[src/common/sirq_pkg.sv]
// Shared constants and types for the serial interrupt and clock-run block
package sirq_pkg;

  // ==========================================================
  // Register offsets
  localparam logic [7:0] OFS_COMMAND      = 8'h04;
  localparam logic [7:0] OFS_BRIDGE_CTRL  = 8'h3E;
  localparam logic [7:0] OFS_MSI_CONTROL  = 8'h52;
  localparam logic [7:0] OFS_MSI_ADDR_LO  = 8'h54;
  localparam logic [7:0] OFS_MSI_ADDR_HI  = 8'h58;
  localparam logic [7:0] OFS_MSI_DATA     = 8'h5C;
  localparam logic [7:0] OFS_CLK_RUN_STAT = 8'hDA;
  localparam logic [7:0] OFS_SIRQ_FORMAT  = 8'hE0;
  localparam logic [7:0] OFS_SIRQ_EDGE    = 8'hE2;
  localparam logic [7:0] OFS_SIRQ_STATE   = 8'hE4;

  // ==========================================================
  // Field positions and fixed field values
  localparam int         CMD_MASTER_BIT   = 2;
  localparam int         BRC_SECONDARY_RESET_CONTROL_BIT     = 6;
  localparam int         SINGLE_MESSAGE_ENABLE_BIT       = 0;
  localparam int         MMC_LSB          = 4;
  localparam int         MMC_MSB          = 6;
  localparam int         CRS_RUN_BIT      = 0;
  localparam int         SIF_ENABLE_BIT   = 0;
  localparam logic [2:0] MSI_MMC_CAP      = 3'h4;
  localparam logic       MSI_CAP_64       = 1'b1;

  // ==========================================================
  // Serial frame timing, in bus clock edges
  localparam int         IRQ_COUNT        = 16;
  localparam logic [4:0] FRAME_COUNT      = 5'h11;
  localparam logic [4:0] CHECK_FRAME      = 5'h10;
  localparam logic [1:0] LAST_PHASE       = 2'h2;
  localparam logic [2:0] START_CLKS       = 3'h4;
  localparam logic [2:0] STOP_CLKS        = 3'h2;
  localparam logic [9:0] CLK_RUN_MIN      = 10'h200;

  // Synchroniser layout of the pin group
  localparam int         SYNC_W           = 8;
  localparam logic [7:0] SYNC_IDLE        = 8'hFF;

  typedef enum logic [2:0] {
    SIRQ_IDLE     = 3'b000,
    SIRQ_START    = 3'b001,
    SIRQ_RECOVER  = 3'b010,
    SIRQ_TURN     = 3'b011,
    SIRQ_FRAME    = 3'b100,
    SIRQ_STOP     = 3'b101,
    SIRQ_STOP_REC = 3'b110
  } sirq_state_t;

endpackage

[src/hdl/sirq_sync.sv]
// Two-flop synchroniser for a group of pin inputs
`timescale 1ns/1ps

module sirq_sync #(
  parameter int             W         = 8,
  parameter logic [W-1:0]   IDLE_VAL  = '1
) (
  input  wire logic         ref_clk,
  input  wire logic         reset,
  input  wire logic [W-1:0] async_in,
  output logic      [W-1:0] sync_out
);

  logic [W-1:0] meta_reg;

  // First stage feeds only the second stage
  always_ff @(posedge ref_clk or posedge reset) begin
    if (reset) begin
      meta_reg <= IDLE_VAL;
      sync_out <= IDLE_VAL;
    end else begin
      meta_reg <= async_in;
      sync_out <= meta_reg;
    end
  end

endmodule

[src/hdl/sirq_top.sv]
// Serial interrupt to message converter with clock-run central resource
`timescale 1ns/1ps

// Functional notes
// - Frame stream has seventeen frames on bus clock
// - Only IRQ0..IRQ15 decoded, check frame ignored
// - Edge mode: message on sampled rising level
// - Level mode: message on status bit rising
// - Edge control register picks edge or level
// - Format register sets serial bus operation
// - Status register shows per-frame interrupt state
// - Enable bit and count field select messages
// - Message number is interrupt modulo count
// - Messages sent only with bus mastering allowed
// - High address nonzero selects 64-bit address
// - Message data register gives system value
// - Payload bytes 0,1 carry value and number
// - Strap high makes pin zero clock request
// - Acts only as clock-run master
// - Sideband lines still tracked with clocks stopped
// - Request keeps clocks running 512 cycles minimum
// - Pending interrupt keeps clocks until cleared
// - Downstream traffic asserts request when stopped
// - Secondary reset resets clock-run, clocks run
// - Status bit 0 shows clocks running
// - Reset control bit drives secondary reset
module sirq_top (
  input  wire logic        ref_clk,
  input  wire logic        reset,
  input  wire logic [7:0]  cfg_addr,
  input  wire logic        cfg_wr,
  input  wire logic        cfg_rd,
  input  wire logic [31:0] cfg_wdata,
  output logic      [31:0] cfg_rdata,
  input  wire logic        pci_clk_in,
  input  wire logic        serial_interrupt_line_in,
  output logic             serial_interrupt_line_out,
  output logic             serial_interrupt_line_oe,
  input  wire logic        general_pin_zero_in,
  output logic             general_pin_zero_out,
  output logic             general_pin_zero_oe,
  input  wire logic        clock_request_strap,
  input  wire logic [3:0]  intx_n,
  input  wire logic        ds_txn_req,
  output logic             secondary_clock_running,
  output logic             secondary_bus_reset_n,
  output logic             msi_req_valid,
  input  wire logic        msi_req_ready,
  output logic      [63:0] msi_addr,
  output logic             msi_is_64,
  output logic      [31:0] msi_payload,
  output logic      [3:0]  intx_change,
  output logic      [3:0]  intx_asserted
);

  // ==========================================================
  // Helpers
  function automatic logic [3:0] msg_mask(input logic [2:0] mmc);
    case (mmc)
      3'h0:    msg_mask = 4'h0;
      3'h1:    msg_mask = 4'h1;
      3'h2:    msg_mask = 4'h3;
      3'h3:    msg_mask = 4'h7;
      default: msg_mask = 4'hF;
    endcase
  endfunction

  function automatic logic [3:0] first_one(input logic [15:0] v);
    first_one = 4'h0;
    for (int i = sirq_pkg::IRQ_COUNT - 1; i >= 0; i--) begin
      if (v[i]) begin
        first_one = i[3:0];
      end
    end
  endfunction

  // ==========================================================
  // Pin synchronisers
  logic [7:0] sync_out;
  logic       pci_clk_s;
  logic       line_s;
  logic       gp0_s;
  logic       strap_s;
  logic [3:0] intx_s;

  sirq_sync #(
    .W        (sirq_pkg::SYNC_W),
    .IDLE_VAL (sirq_pkg::SYNC_IDLE)
  ) u_sync (
    .ref_clk  (ref_clk),
    .reset    (reset),
    .async_in ({pci_clk_in, serial_interrupt_line_in,
                general_pin_zero_in, clock_request_strap, intx_n}),
    .sync_out (sync_out)
  );

  assign {pci_clk_s, line_s, gp0_s, strap_s, intx_s} = sync_out;

  logic pci_prev_reg;
  logic pci_rise;

  always_ff @(posedge ref_clk or posedge reset) begin
    if (reset) begin
      pci_prev_reg <= 1'b1;
    end else begin
      pci_prev_reg <= pci_clk_s;
    end
  end

  assign pci_rise = pci_clk_s & ~pci_prev_reg;

  // ==========================================================
  // Configuration registers
  logic        master_reg;
  logic        secondary_reset_control_reg;
  logic        single_message_enable_reg;
  logic [2:0]  mmc_reg;
  logic [31:0] addr_lo_reg;
  logic [31:0] addr_hi_reg;
  logic [15:0] msg_data_reg;
  logic [7:0]  format_reg;
  logic [15:0] edge_reg;
  logic [15:0] state_reg;
  logic [15:0] state_set;
  logic        clk_run_reg;

  always_ff @(posedge ref_clk or posedge reset) begin
    if (reset) begin
      master_reg   <= 1'b0;
      secondary_reset_control_reg     <= 1'b0;
      single_message_enable_reg   <= 1'b0;
      mmc_reg      <= 3'h0;
      addr_lo_reg  <= 32'h0000_0000;
      addr_hi_reg  <= 32'h0000_0000;
      msg_data_reg <= 16'h0000;
      format_reg   <= 8'h00;
      edge_reg     <= 16'h0000;
    end else if (cfg_wr) begin
      case (cfg_addr)
        sirq_pkg::OFS_COMMAND:
          master_reg <= cfg_wdata[sirq_pkg::CMD_MASTER_BIT];
        sirq_pkg::OFS_BRIDGE_CTRL:
          secondary_reset_control_reg <= cfg_wdata[sirq_pkg::BRC_SECONDARY_RESET_CONTROL_BIT];
        sirq_pkg::OFS_MSI_CONTROL: begin
          single_message_enable_reg <= cfg_wdata[sirq_pkg::SINGLE_MESSAGE_ENABLE_BIT];
          // Counts above the capability clamp to sixteen
          mmc_reg    <= (cfg_wdata[sirq_pkg::MMC_MSB:sirq_pkg::MMC_LSB] >
                         sirq_pkg::MSI_MMC_CAP) ? sirq_pkg::MSI_MMC_CAP :
                        cfg_wdata[sirq_pkg::MMC_MSB:sirq_pkg::MMC_LSB];
        end
        sirq_pkg::OFS_MSI_ADDR_LO: addr_lo_reg  <= cfg_wdata;
        sirq_pkg::OFS_MSI_ADDR_HI: addr_hi_reg  <= cfg_wdata;
        sirq_pkg::OFS_MSI_DATA:    msg_data_reg <= cfg_wdata[15:0];
        sirq_pkg::OFS_SIRQ_FORMAT: format_reg   <= cfg_wdata[7:0];
        sirq_pkg::OFS_SIRQ_EDGE:   edge_reg     <= cfg_wdata[15:0];
        default: ;
      endcase
    end
  end

  // Set wins over the write-one-to-clear
  always_ff @(posedge ref_clk or posedge reset) begin
    if (reset) begin
      state_reg <= 16'h0000;
    end else if (cfg_wr && cfg_addr == sirq_pkg::OFS_SIRQ_STATE) begin
      state_reg <= (state_reg & ~cfg_wdata[15:0]) | state_set;
    end else begin
      state_reg <= state_reg | state_set;
    end
  end

  always_ff @(posedge ref_clk or posedge reset) begin
    if (reset) begin
      cfg_rdata <= 32'h0000_0000;
    end else if (cfg_rd) begin
      case (cfg_addr)
        sirq_pkg::OFS_COMMAND:
          cfg_rdata <= {29'h0, master_reg, 2'h0};
        sirq_pkg::OFS_BRIDGE_CTRL:
          cfg_rdata <= {25'h0, secondary_reset_control_reg, 6'h00};
        sirq_pkg::OFS_MSI_CONTROL:
          cfg_rdata <= {24'h0, sirq_pkg::MSI_CAP_64, mmc_reg,
                        sirq_pkg::MSI_MMC_CAP, single_message_enable_reg};
        sirq_pkg::OFS_MSI_ADDR_LO:  cfg_rdata <= addr_lo_reg;
        sirq_pkg::OFS_MSI_ADDR_HI:  cfg_rdata <= addr_hi_reg;
        sirq_pkg::OFS_MSI_DATA:     cfg_rdata <= {16'h0, msg_data_reg};
        sirq_pkg::OFS_CLK_RUN_STAT:
          cfg_rdata <= {31'h0, clk_run_reg};
        sirq_pkg::OFS_SIRQ_FORMAT:  cfg_rdata <= {24'h0, format_reg};
        sirq_pkg::OFS_SIRQ_EDGE:    cfg_rdata <= {16'h0, edge_reg};
        sirq_pkg::OFS_SIRQ_STATE:   cfg_rdata <= {16'h0, state_reg};
        default:                    cfg_rdata <= 32'h0000_0000;
      endcase
    end
  end

  // Secondary bus reset pin, active low on the wire
  always_ff @(posedge ref_clk or posedge reset) begin
    if (reset) begin
      secondary_bus_reset_n <= 1'b1;
    end else begin
      secondary_bus_reset_n <= ~secondary_reset_control_reg;
    end
  end

  // ==========================================================
  // Serial frame engine, advanced on bus clock rising edges
  sirq_pkg::sirq_state_t st_reg;
  logic [2:0]  cnt_reg;
  logic [1:0]  phase_reg;
  logic [4:0]  frame_reg;
  logic [9:0]  run_cnt_reg;
  logic        strap_reg;
  logic        sample_pulse;
  logic        cycle_wanted;

  // A cycle starts only while something keeps the bus clocks alive
  assign cycle_wanted = format_reg[sirq_pkg::SIF_ENABLE_BIT] & clk_run_reg &
                        (~strap_reg | (run_cnt_reg != 10'h000) |
                         (|state_reg));

  always_ff @(posedge ref_clk or posedge reset) begin
    if (reset) begin
      st_reg    <= sirq_pkg::SIRQ_IDLE;
      cnt_reg   <= 3'h0;
      phase_reg <= 2'h0;
      frame_reg <= 5'h00;
    end else if (pci_rise) begin
      case (st_reg)
        sirq_pkg::SIRQ_IDLE: begin
          cnt_reg <= 3'h1;
          if (cycle_wanted) begin
            st_reg <= sirq_pkg::SIRQ_START;
          end
        end
        sirq_pkg::SIRQ_START: begin
          cnt_reg <= cnt_reg + 3'h1;
          if (cnt_reg == sirq_pkg::START_CLKS) begin
            st_reg <= sirq_pkg::SIRQ_RECOVER;
          end
        end
        sirq_pkg::SIRQ_RECOVER: st_reg <= sirq_pkg::SIRQ_TURN;
        sirq_pkg::SIRQ_TURN: begin
          st_reg    <= sirq_pkg::SIRQ_FRAME;
          phase_reg <= 2'h0;
          frame_reg <= 5'h00;
        end
        sirq_pkg::SIRQ_FRAME: begin
          if (phase_reg == sirq_pkg::LAST_PHASE) begin
            phase_reg <= 2'h0;
            if (frame_reg == sirq_pkg::FRAME_COUNT - 5'h01) begin
              st_reg  <= sirq_pkg::SIRQ_STOP;
              cnt_reg <= 3'h1;
            end else begin
              frame_reg <= frame_reg + 5'h01;
            end
          end else begin
            phase_reg <= phase_reg + 2'h1;
          end
        end
        sirq_pkg::SIRQ_STOP: begin
          cnt_reg <= cnt_reg + 3'h1;
          if (cnt_reg == sirq_pkg::STOP_CLKS) begin
            st_reg <= sirq_pkg::SIRQ_STOP_REC;
          end
        end
        sirq_pkg::SIRQ_STOP_REC: st_reg <= sirq_pkg::SIRQ_IDLE;
        default:                 st_reg <= sirq_pkg::SIRQ_IDLE;
      endcase
    end
  end

  // Host drives start, stop and recovery; devices own the frames
  always_ff @(posedge ref_clk or posedge reset) begin
    if (reset) begin
      serial_interrupt_line_oe  <= 1'b0;
      serial_interrupt_line_out <= 1'b1;
    end else begin
      serial_interrupt_line_oe  <= st_reg == sirq_pkg::SIRQ_START ||
                                   st_reg == sirq_pkg::SIRQ_RECOVER ||
                                   st_reg == sirq_pkg::SIRQ_STOP ||
                                   st_reg == sirq_pkg::SIRQ_STOP_REC;
      serial_interrupt_line_out <= st_reg == sirq_pkg::SIRQ_RECOVER ||
                                   st_reg == sirq_pkg::SIRQ_STOP_REC;
    end
  end

  // Check frame never sampled
  assign sample_pulse = pci_rise && st_reg == sirq_pkg::SIRQ_FRAME &&
                        phase_reg == 2'h0 &&
                        frame_reg < sirq_pkg::CHECK_FRAME;

  // ==========================================================
  // Interrupt detection; a device pulls the line low to report
  logic [15:0] level_reg;
  logic [15:0] level_new;
  logic [15:0] rise;
  logic [15:0] trigger;

  always_comb begin
    level_new = level_reg;
    if (sample_pulse) begin
      level_new[frame_reg[3:0]] = ~line_s;
    end
  end

  assign rise = level_new & ~level_reg;
  assign state_set = (edge_reg & rise) |
                     (~edge_reg & level_new & {16{sample_pulse}});
  assign trigger = (edge_reg & rise) |
                   (~edge_reg & state_set & ~state_reg);

  always_ff @(posedge ref_clk or posedge reset) begin
    if (reset) begin
      level_reg <= 16'h0000;
    end else begin
      level_reg <= level_new;
    end
  end

  // ==========================================================
  // Message sender
  logic [15:0] pending_reg;
  logic        valid_reg;
  logic [3:0]  msi_num_reg;
  logic [3:0]  pick;
  logic [3:0]  pick_num;
  logic        load;

  assign pick     = first_one(pending_reg);
  assign pick_num = pick & msg_mask(mmc_reg);
  assign load     = ~valid_reg & master_reg & single_message_enable_reg & (|pending_reg);

  always_ff @(posedge ref_clk or posedge reset) begin
    if (reset) begin
      pending_reg <= 16'h0000;
    end else if (!single_message_enable_reg) begin
      pending_reg <= 16'h0000;
    end else begin
      pending_reg <= (pending_reg & ~(load ? 16'h0001 << pick : 16'h0000))
                     | trigger;
    end
  end

  always_ff @(posedge ref_clk or posedge reset) begin
    if (reset) begin
      valid_reg   <= 1'b0;
      msi_num_reg <= 4'h0;
      msi_addr    <= 64'h0;
      msi_is_64   <= 1'b0;
      msi_payload <= 32'h0000_0000;
    end else if (!single_message_enable_reg) begin
      valid_reg <= 1'b0;
    end else if (load) begin
      valid_reg   <= 1'b1;
      msi_num_reg <= pick_num;
      msi_addr    <= {addr_hi_reg, addr_lo_reg};
      msi_is_64   <= addr_hi_reg != 32'h0000_0000;
      msi_payload <= {16'h0000,
                      (msg_data_reg[15:4]),
                      (msg_data_reg[3:0] & ~msg_mask(mmc_reg)) |
                      pick_num};
    end else if (msi_req_valid && msi_req_ready) begin
      valid_reg <= 1'b0;
    end
  end

  // Held, not dropped, while bus mastering is off
  assign msi_req_valid = valid_reg & master_reg;

  // ==========================================================
  // Clock-run central resource (master only)
  logic strap_seen_reg;
  logic req_low;
  logic keep_alive;

  // Strap caught at the first edge after reset release, while sync_out still holds SYNC_IDLE, so always 1
  always_ff @(posedge ref_clk or posedge reset) begin
    if (reset) begin
      strap_seen_reg <= 1'b0;
      strap_reg      <= 1'b0;
    end else if (!strap_seen_reg) begin
      strap_seen_reg <= 1'b1;
      strap_reg      <= strap_s;
    end
  end

  assign req_low    = strap_reg & ~gp0_s;
  assign keep_alive = (|state_reg) | ds_txn_req | valid_reg |
                      (st_reg != sirq_pkg::SIRQ_IDLE);

  always_ff @(posedge ref_clk or posedge reset) begin
    if (reset) begin
      clk_run_reg <= 1'b1;
      run_cnt_reg <= 10'h000;
    end else if (secondary_reset_control_reg || !strap_reg) begin
      clk_run_reg <= 1'b1;
      run_cnt_reg <= 10'h000;
    end else if (req_low) begin
      clk_run_reg <= 1'b1;
      run_cnt_reg <= sirq_pkg::CLK_RUN_MIN;
    end else if (clk_run_reg) begin
      if (run_cnt_reg != 10'h000) begin
        if (pci_rise) begin
          run_cnt_reg <= run_cnt_reg - 10'h001;
        end
      end else if (!keep_alive) begin
        clk_run_reg <= 1'b0;
      end
    end
  end

  // Only ever pulls the request line low; never answers as a slave
  always_ff @(posedge ref_clk or posedge reset) begin
    if (reset) begin
      general_pin_zero_oe <= 1'b0;
    end else begin
      general_pin_zero_oe <= strap_reg & ~secondary_reset_control_reg & ~clk_run_reg &
                             ds_txn_req;
    end
  end

  assign general_pin_zero_out    = 1'b0;
  assign secondary_clock_running = clk_run_reg;

  // ==========================================================
  // Sideband lines, tracked on the local clock regardless of bus clocks
  always_ff @(posedge ref_clk or posedge reset) begin
    if (reset) begin
      intx_asserted <= 4'h0;
      intx_change   <= 4'h0;
    end else begin
      intx_asserted <= ~intx_s;
      intx_change   <= ~intx_s ^ intx_asserted;
    end
  end

  // ==========================================================
  // Checks
  a_master_gate: assert property (@(posedge ref_clk) disable iff (reset)
    msi_req_valid |-> master_reg && single_message_enable_reg)
    else $error("message offered without bus mastering");
  a_enable_off: assert property (@(posedge ref_clk) disable iff (reset)
    !single_message_enable_reg |=> !valid_reg && pending_reg == 16'h0000)
    else $error("message kept while disabled");
  a_addr_width: assert property (@(posedge ref_clk) disable iff (reset)
    $rose(valid_reg) |-> msi_is_64 == (msi_addr[63:32] != 32'h0))
    else $error("address width mismatch");
  a_msg_alias: assert property (@(posedge ref_clk) disable iff (reset)
    load |=> (msi_num_reg & ~msg_mask($past(mmc_reg))) == 4'h0 &&
             msi_payload[3:0] == ((msg_data_reg[3:0] &
             ~msg_mask($past(mmc_reg))) | msi_num_reg))
    else $error("message number not aliased");
  a_frame_range: assert property (@(posedge ref_clk) disable iff (reset)
    st_reg == sirq_pkg::SIRQ_FRAME |-> frame_reg < sirq_pkg::FRAME_COUNT)
    else $error("frame index past seventeen");
  a_check_skip: assert property (@(posedge ref_clk) disable iff (reset)
    sample_pulse |-> frame_reg != sirq_pkg::CHECK_FRAME)
    else $error("check frame sampled");
  a_hold_clock: assert property (@(posedge ref_clk) disable iff (reset)
    (|state_reg) && clk_run_reg |=> clk_run_reg)
    else $error("clocks stopped with interrupt pending");
  a_restart_min: assert property (@(posedge ref_clk) disable iff (reset)
    req_low && !secondary_reset_control_reg |=> clk_run_reg &&
    run_cnt_reg == sirq_pkg::CLK_RUN_MIN)
    else $error("request did not restart clocks");
  a_reset_run: assert property (@(posedge ref_clk) disable iff (reset)
    secondary_reset_control_reg |=> clk_run_reg && !secondary_bus_reset_n)
    else $error("clocks not running in secondary reset");
  a_status_read: assert property (@(posedge ref_clk) disable iff (reset)
    cfg_rd && cfg_addr == sirq_pkg::OFS_CLK_RUN_STAT |=>
    cfg_rdata[0] == $past(clk_run_reg))
    else $error("clock status read wrong");
  a_intx_track: assert property (@(posedge ref_clk) disable iff (reset)
    (~intx_s != intx_asserted) |=> intx_change != 4'h0)
    else $error("sideband change missed");

  c_msi_sent: cover property (@(posedge ref_clk) disable iff (reset)
    msi_req_valid && msi_req_ready && msi_is_64);
  c_clock_stop: cover property (@(posedge ref_clk) disable iff (reset)
    $fell(clk_run_reg));
  c_wake_req: cover property (@(posedge ref_clk) disable iff (reset)
    general_pin_zero_oe ##[1:40] clk_run_reg);

endmodule

[config.mk]
export PLATFORM = sky130hd
export DESIGN_NAME = sirq_top
export DESIGN_NICKNAME = d
export VERILOG_FILES = /design/src/common/sirq_pkg.sv /design/src/hdl/sirq_sync.sv /design/src/hdl/sirq_top.sv
export SDC_FILE = /design/constraint.sdc
export NUM_CORES = 1
export LEC_CHECK = 0
export ABC_AREA = 1
export ABC_CLOCK_PERIOD_IN_PS = 12900
export BUFFER_PORTS_ARGS = -buffer_cell sky130_fd_sc_hd__buf_2
export CAP_MARGIN = 20
export CORE_MARGIN = 5
export CORE_UTILIZATION = 50
export DETAILED_ROUTE_END_ITERATION = 8
export GPL_TIMING_DRIVEN = 0
export PLACE_DENSITY = 0.77
export SLEW_MARGIN = 0
export SYNTH_ARGS = -nofsm -noshare
export SYNTH_HDL_FRONTEND = slang
export SYNTH_HIERARCHICAL = 1
export SYNTH_SLANG_ARGS = --single-unit
export TNS_END_PERCENT = 100
[constraint.sdc]
create_clock -name ref_clk -period 12.9 [get_ports ref_clk]
set_clock_uncertainty 0.2 [all_clocks]
set_input_delay 1.935 -clock ref_clk [delete_from_list [all_inputs] [get_ports ref_clk]]
set_output_delay 1.935 -clock ref_clk [all_outputs]
set_load 0.03 [all_outputs]
==> flow_metrics.env <==
export IMPL_die_w_um=178.7
export IMPL_cap_violations=0
export IMPL_antenna_left=0
export IMPL_rsz0062_at_grt="false"
export IMPL_cp_top_family="simple AND/OR/NAND/NOR gates"
export IMPL_dp_cells=2224
export IMPL_max_freq_mhz=252.4
export IMPL_tightest_slew_ns=0.9687
export IMPL_place_congestion=0.9383
export IMPL_clockRootBuffer="clkbuf_16"
export IMPL_path_max_fanout=10
export IMPL_leakagePower_nw=8.708
export IMPL_worstPathRequired_ns=13.12
export IMPL_fin_area_sq_mm=0.01689
export IMPL_holdPathStages=0
export IMPL_dp_hpwl_mm=31.02
export IMPL_ys_seq_area_frac=0.5772
export IMPL_synth_edf_count=0
export IMPL_crit_path_max_incr_delay_ns=0.51
export IMPL_async_flop_share=1.000
export IMPL_area_growth_pct=18.78
export IMPL_track_usage=0.2590
export IMPL_cts_hold_repair_buffers=0
export IMPL_dieArea_sq_mm=0.03192
export IMPL_post_route_drc_count=0
export IMPL_r2r_cells=7
export IMPL_die_h_um=178.7
export IMPL_drv_slew=0
export IMPL_cts_buffer_depth=3
export IMPL_yosysTopAreaCell="dfrtp_1"
export IMPL_max_slew_margin=0.3460
export IMPL_endpoint_kind="register"
export IMPL_vias=12440
export IMPL_antenna_found_initial=0
export IMPL_io_pins=198
export IMPL_insertion_delay_ns=0.53
export IMPL_cts_resized=0
export IMPL_grt_max_degree=131
export IMPL_outcome="finished clean"
export IMPL_clkTransAtPathRegs_ns=0.06
export IMPL_port_buffers=178
export IMPL_htree_levels=2
export IMPL_drt_iter0_drc=1242
export IMPL_antenna_cells=0
export IMPL_worstSetupStartpointType="primary input"
export IMPL_fin_cells=2286
export IMPL_hold_class="register to register"
export IMPL_rows=61
export IMPL_fin_crit_ns=3.963
export IMPL_netlist_area_sq_mm=0.01422
export IMPL_postCtsSetupRepairBufs=0
export IMPL_largest_reg_flops=64
export IMPL_synth_top_cells_by_count="nand2_1, dfrtp_1, inv_1"
export IMPL_drt_first_pass_iters=7
export IMPL_crit_path_top_delay_cell="nor2_1"
export IMPL_drive_gt1_frac=0.1562
export IMPL_final_nets=1945
export IMPL_postSynthAreaPerCell_sq_um=8.619
export IMPL_fin_crit_sh=0.3072
export IMPL_synth_cell_type_count=42
export IMPL_synthTopCellsByArea="dfrtp_1, nand2_1, o21ai_0, inv_1, dfstp_2"
export IMPL_setup_viol=0
export IMPL_tritoncts="yes"
export IMPL_placed_cell_area_sq_mm=0.01571
export IMPL_finalHoldViolCount=0
export IMPL_powerDensity_mw_per_mm2=142.3
export IMPL_clock_sinks=327
export IMPL_grt_pass1_vias=12210
export IMPL_yosysWarnings=6
export IMPL_synth_most_common_cell="nand2_1"
export IMPL_cp_common_cell="nor2_1"
export IMPL_crit_arrival_ns=4.18
export IMPL_drt_vias_per_instance=5.441
export IMPL_synthFlopType="dfrtp_1"
export IMPL_regMostFlops="msi_addr"
export IMPL_worstSetupPathType="primary input to register"
export IMPL_coreArea_sq_mm=0.02793
export IMPL_routed_wl_mm=41.74
export IMPL_wl_per_cell_um=18.26
export IMPL_grt_first_pass_wirelength_mm=65.00
export IMPL_ys_ff_latch=327
export IMPL_numCtsBuffers=35
export IMPL_initial_core_util=0.5091
export IMPL_crit_path_cell_trace="buf_2 -> nor2_1 -> inv_1 -> nor2_1 -> inv_1 -> nor2_1 -> nand2_1 -> clkbuf_1 -> o21ai_0 -> nand2_1"
export IMPL_crit_cells=10
export IMPL_synth_top_area_frac=0.5402
export IMPL_gr_total_overflow=0
export IMPL_crit_buf_inv=4
export IMPL_netlist_instances=1650
export IMPL_ir_worst_vdd_uv=69.49
[final timing paths]
path	slack (ns)	from	endpoint
max in group asynchronous	9.75	reset	addr_lo_reg[17]
hold reg to reg	0.15	u_sync/meta_reg[6]	u_sync/sync_out[6]
setup / recovery	8.94	cfg_addr[0]	state_reg[2]
hold / removal	0.15	u_sync/meta_reg[6]	u_sync/sync_out[6]
setup reg to reg	9.72	single_message_enable_reg	msi_payload[0]
min in group asynchronous	1.29	reset	cnt_reg[0]
[layout by cell type (no fill, tap or decap), types with 23 or more instances in the layout]
| cell | count |
|---|---|
| nand2_1 | 434 |
| nor2_1 | 96 |
| o21ai_0 | 216 |
| clkbuf_1 | 47 |
| buf_2 | 186 |
| nor4_1 | 23 |
| nand3_1 | 39 |
| inv_1 | 231 |
| clkbuf_16 | 36 |
| dfrtp_1 | 307 |
| o22ai_1 | 25 |
| a21oi_1 | 60 |
[per-layer routing]
metal	vias up	part of all wire	track usage
met2	586	0.49	0.4371
met5	-	0	0
met3	136	0.082	0.04618
met4	0	0.044	0.1059
met1	5966	0.39	0.3323
li1	5750	-	-
[power breakdown]
part / total, W / internal (W) / switching (W) / leakage, nW
registers: 0.00113 / 0.00108 / 0.0000459 / 4.32
clock network: 0.00103 / 0.000617 / 0.000410 / 0.586
logic: 0.000248 / 0.0000731 / 0.000175 / 3.80
[layout make-up]
class / count / area (sq um)
inverters: 237 / 897.1
fillers: 2432 / 11040
plain buffers: 71 / 347.8
well taps: 378 / 473.0
multi-input cells: 1031 / 4836
clock inverters: 8 / 105.1
clock buffers: 54 / 1079
repair buffers: 180 / 945.9
flip-flops and latches: 327 / 8208
[metrics by stage]
stage / TNS (ns) / total power, W / hold slack [ns] / utilization / setup slack [ns]
2_1_floorplan: 0 / 0.001308 / 0.1452 / - / 2.171
3_3_place_gp: -307.85 / 0.001378 / 0.1461 / 0.5601 / -1.029
3_5_place_dp: 0 / 0.001389 / 0.1470 / 0.5623 / 8.485
4_1_cts: 0 / 0.002411 / 0.1539 / 0.6047 / 8.994
5_1_grt: 0 / 0.002495 / 0.1589 / 0.6047 / 8.714
6_report: 0 / 0.002403 / 0.1505 / 0.6047 / 8.937
[logic make-up after synthesis]
family / count (synthesis) / share of synthesized area
xor+xnor: 9 / 0.005542
fa+ha+maj: 8 / 0.007039
flops: 327 / 0.5772
other cells: 2 / 0.0005281
simple gates: 655 / 0.1924
buf+inv: 308 / 0.08701
compound gates: 341 / 0.1303
No activity file was read; power rests on OpenSTA's default activity.
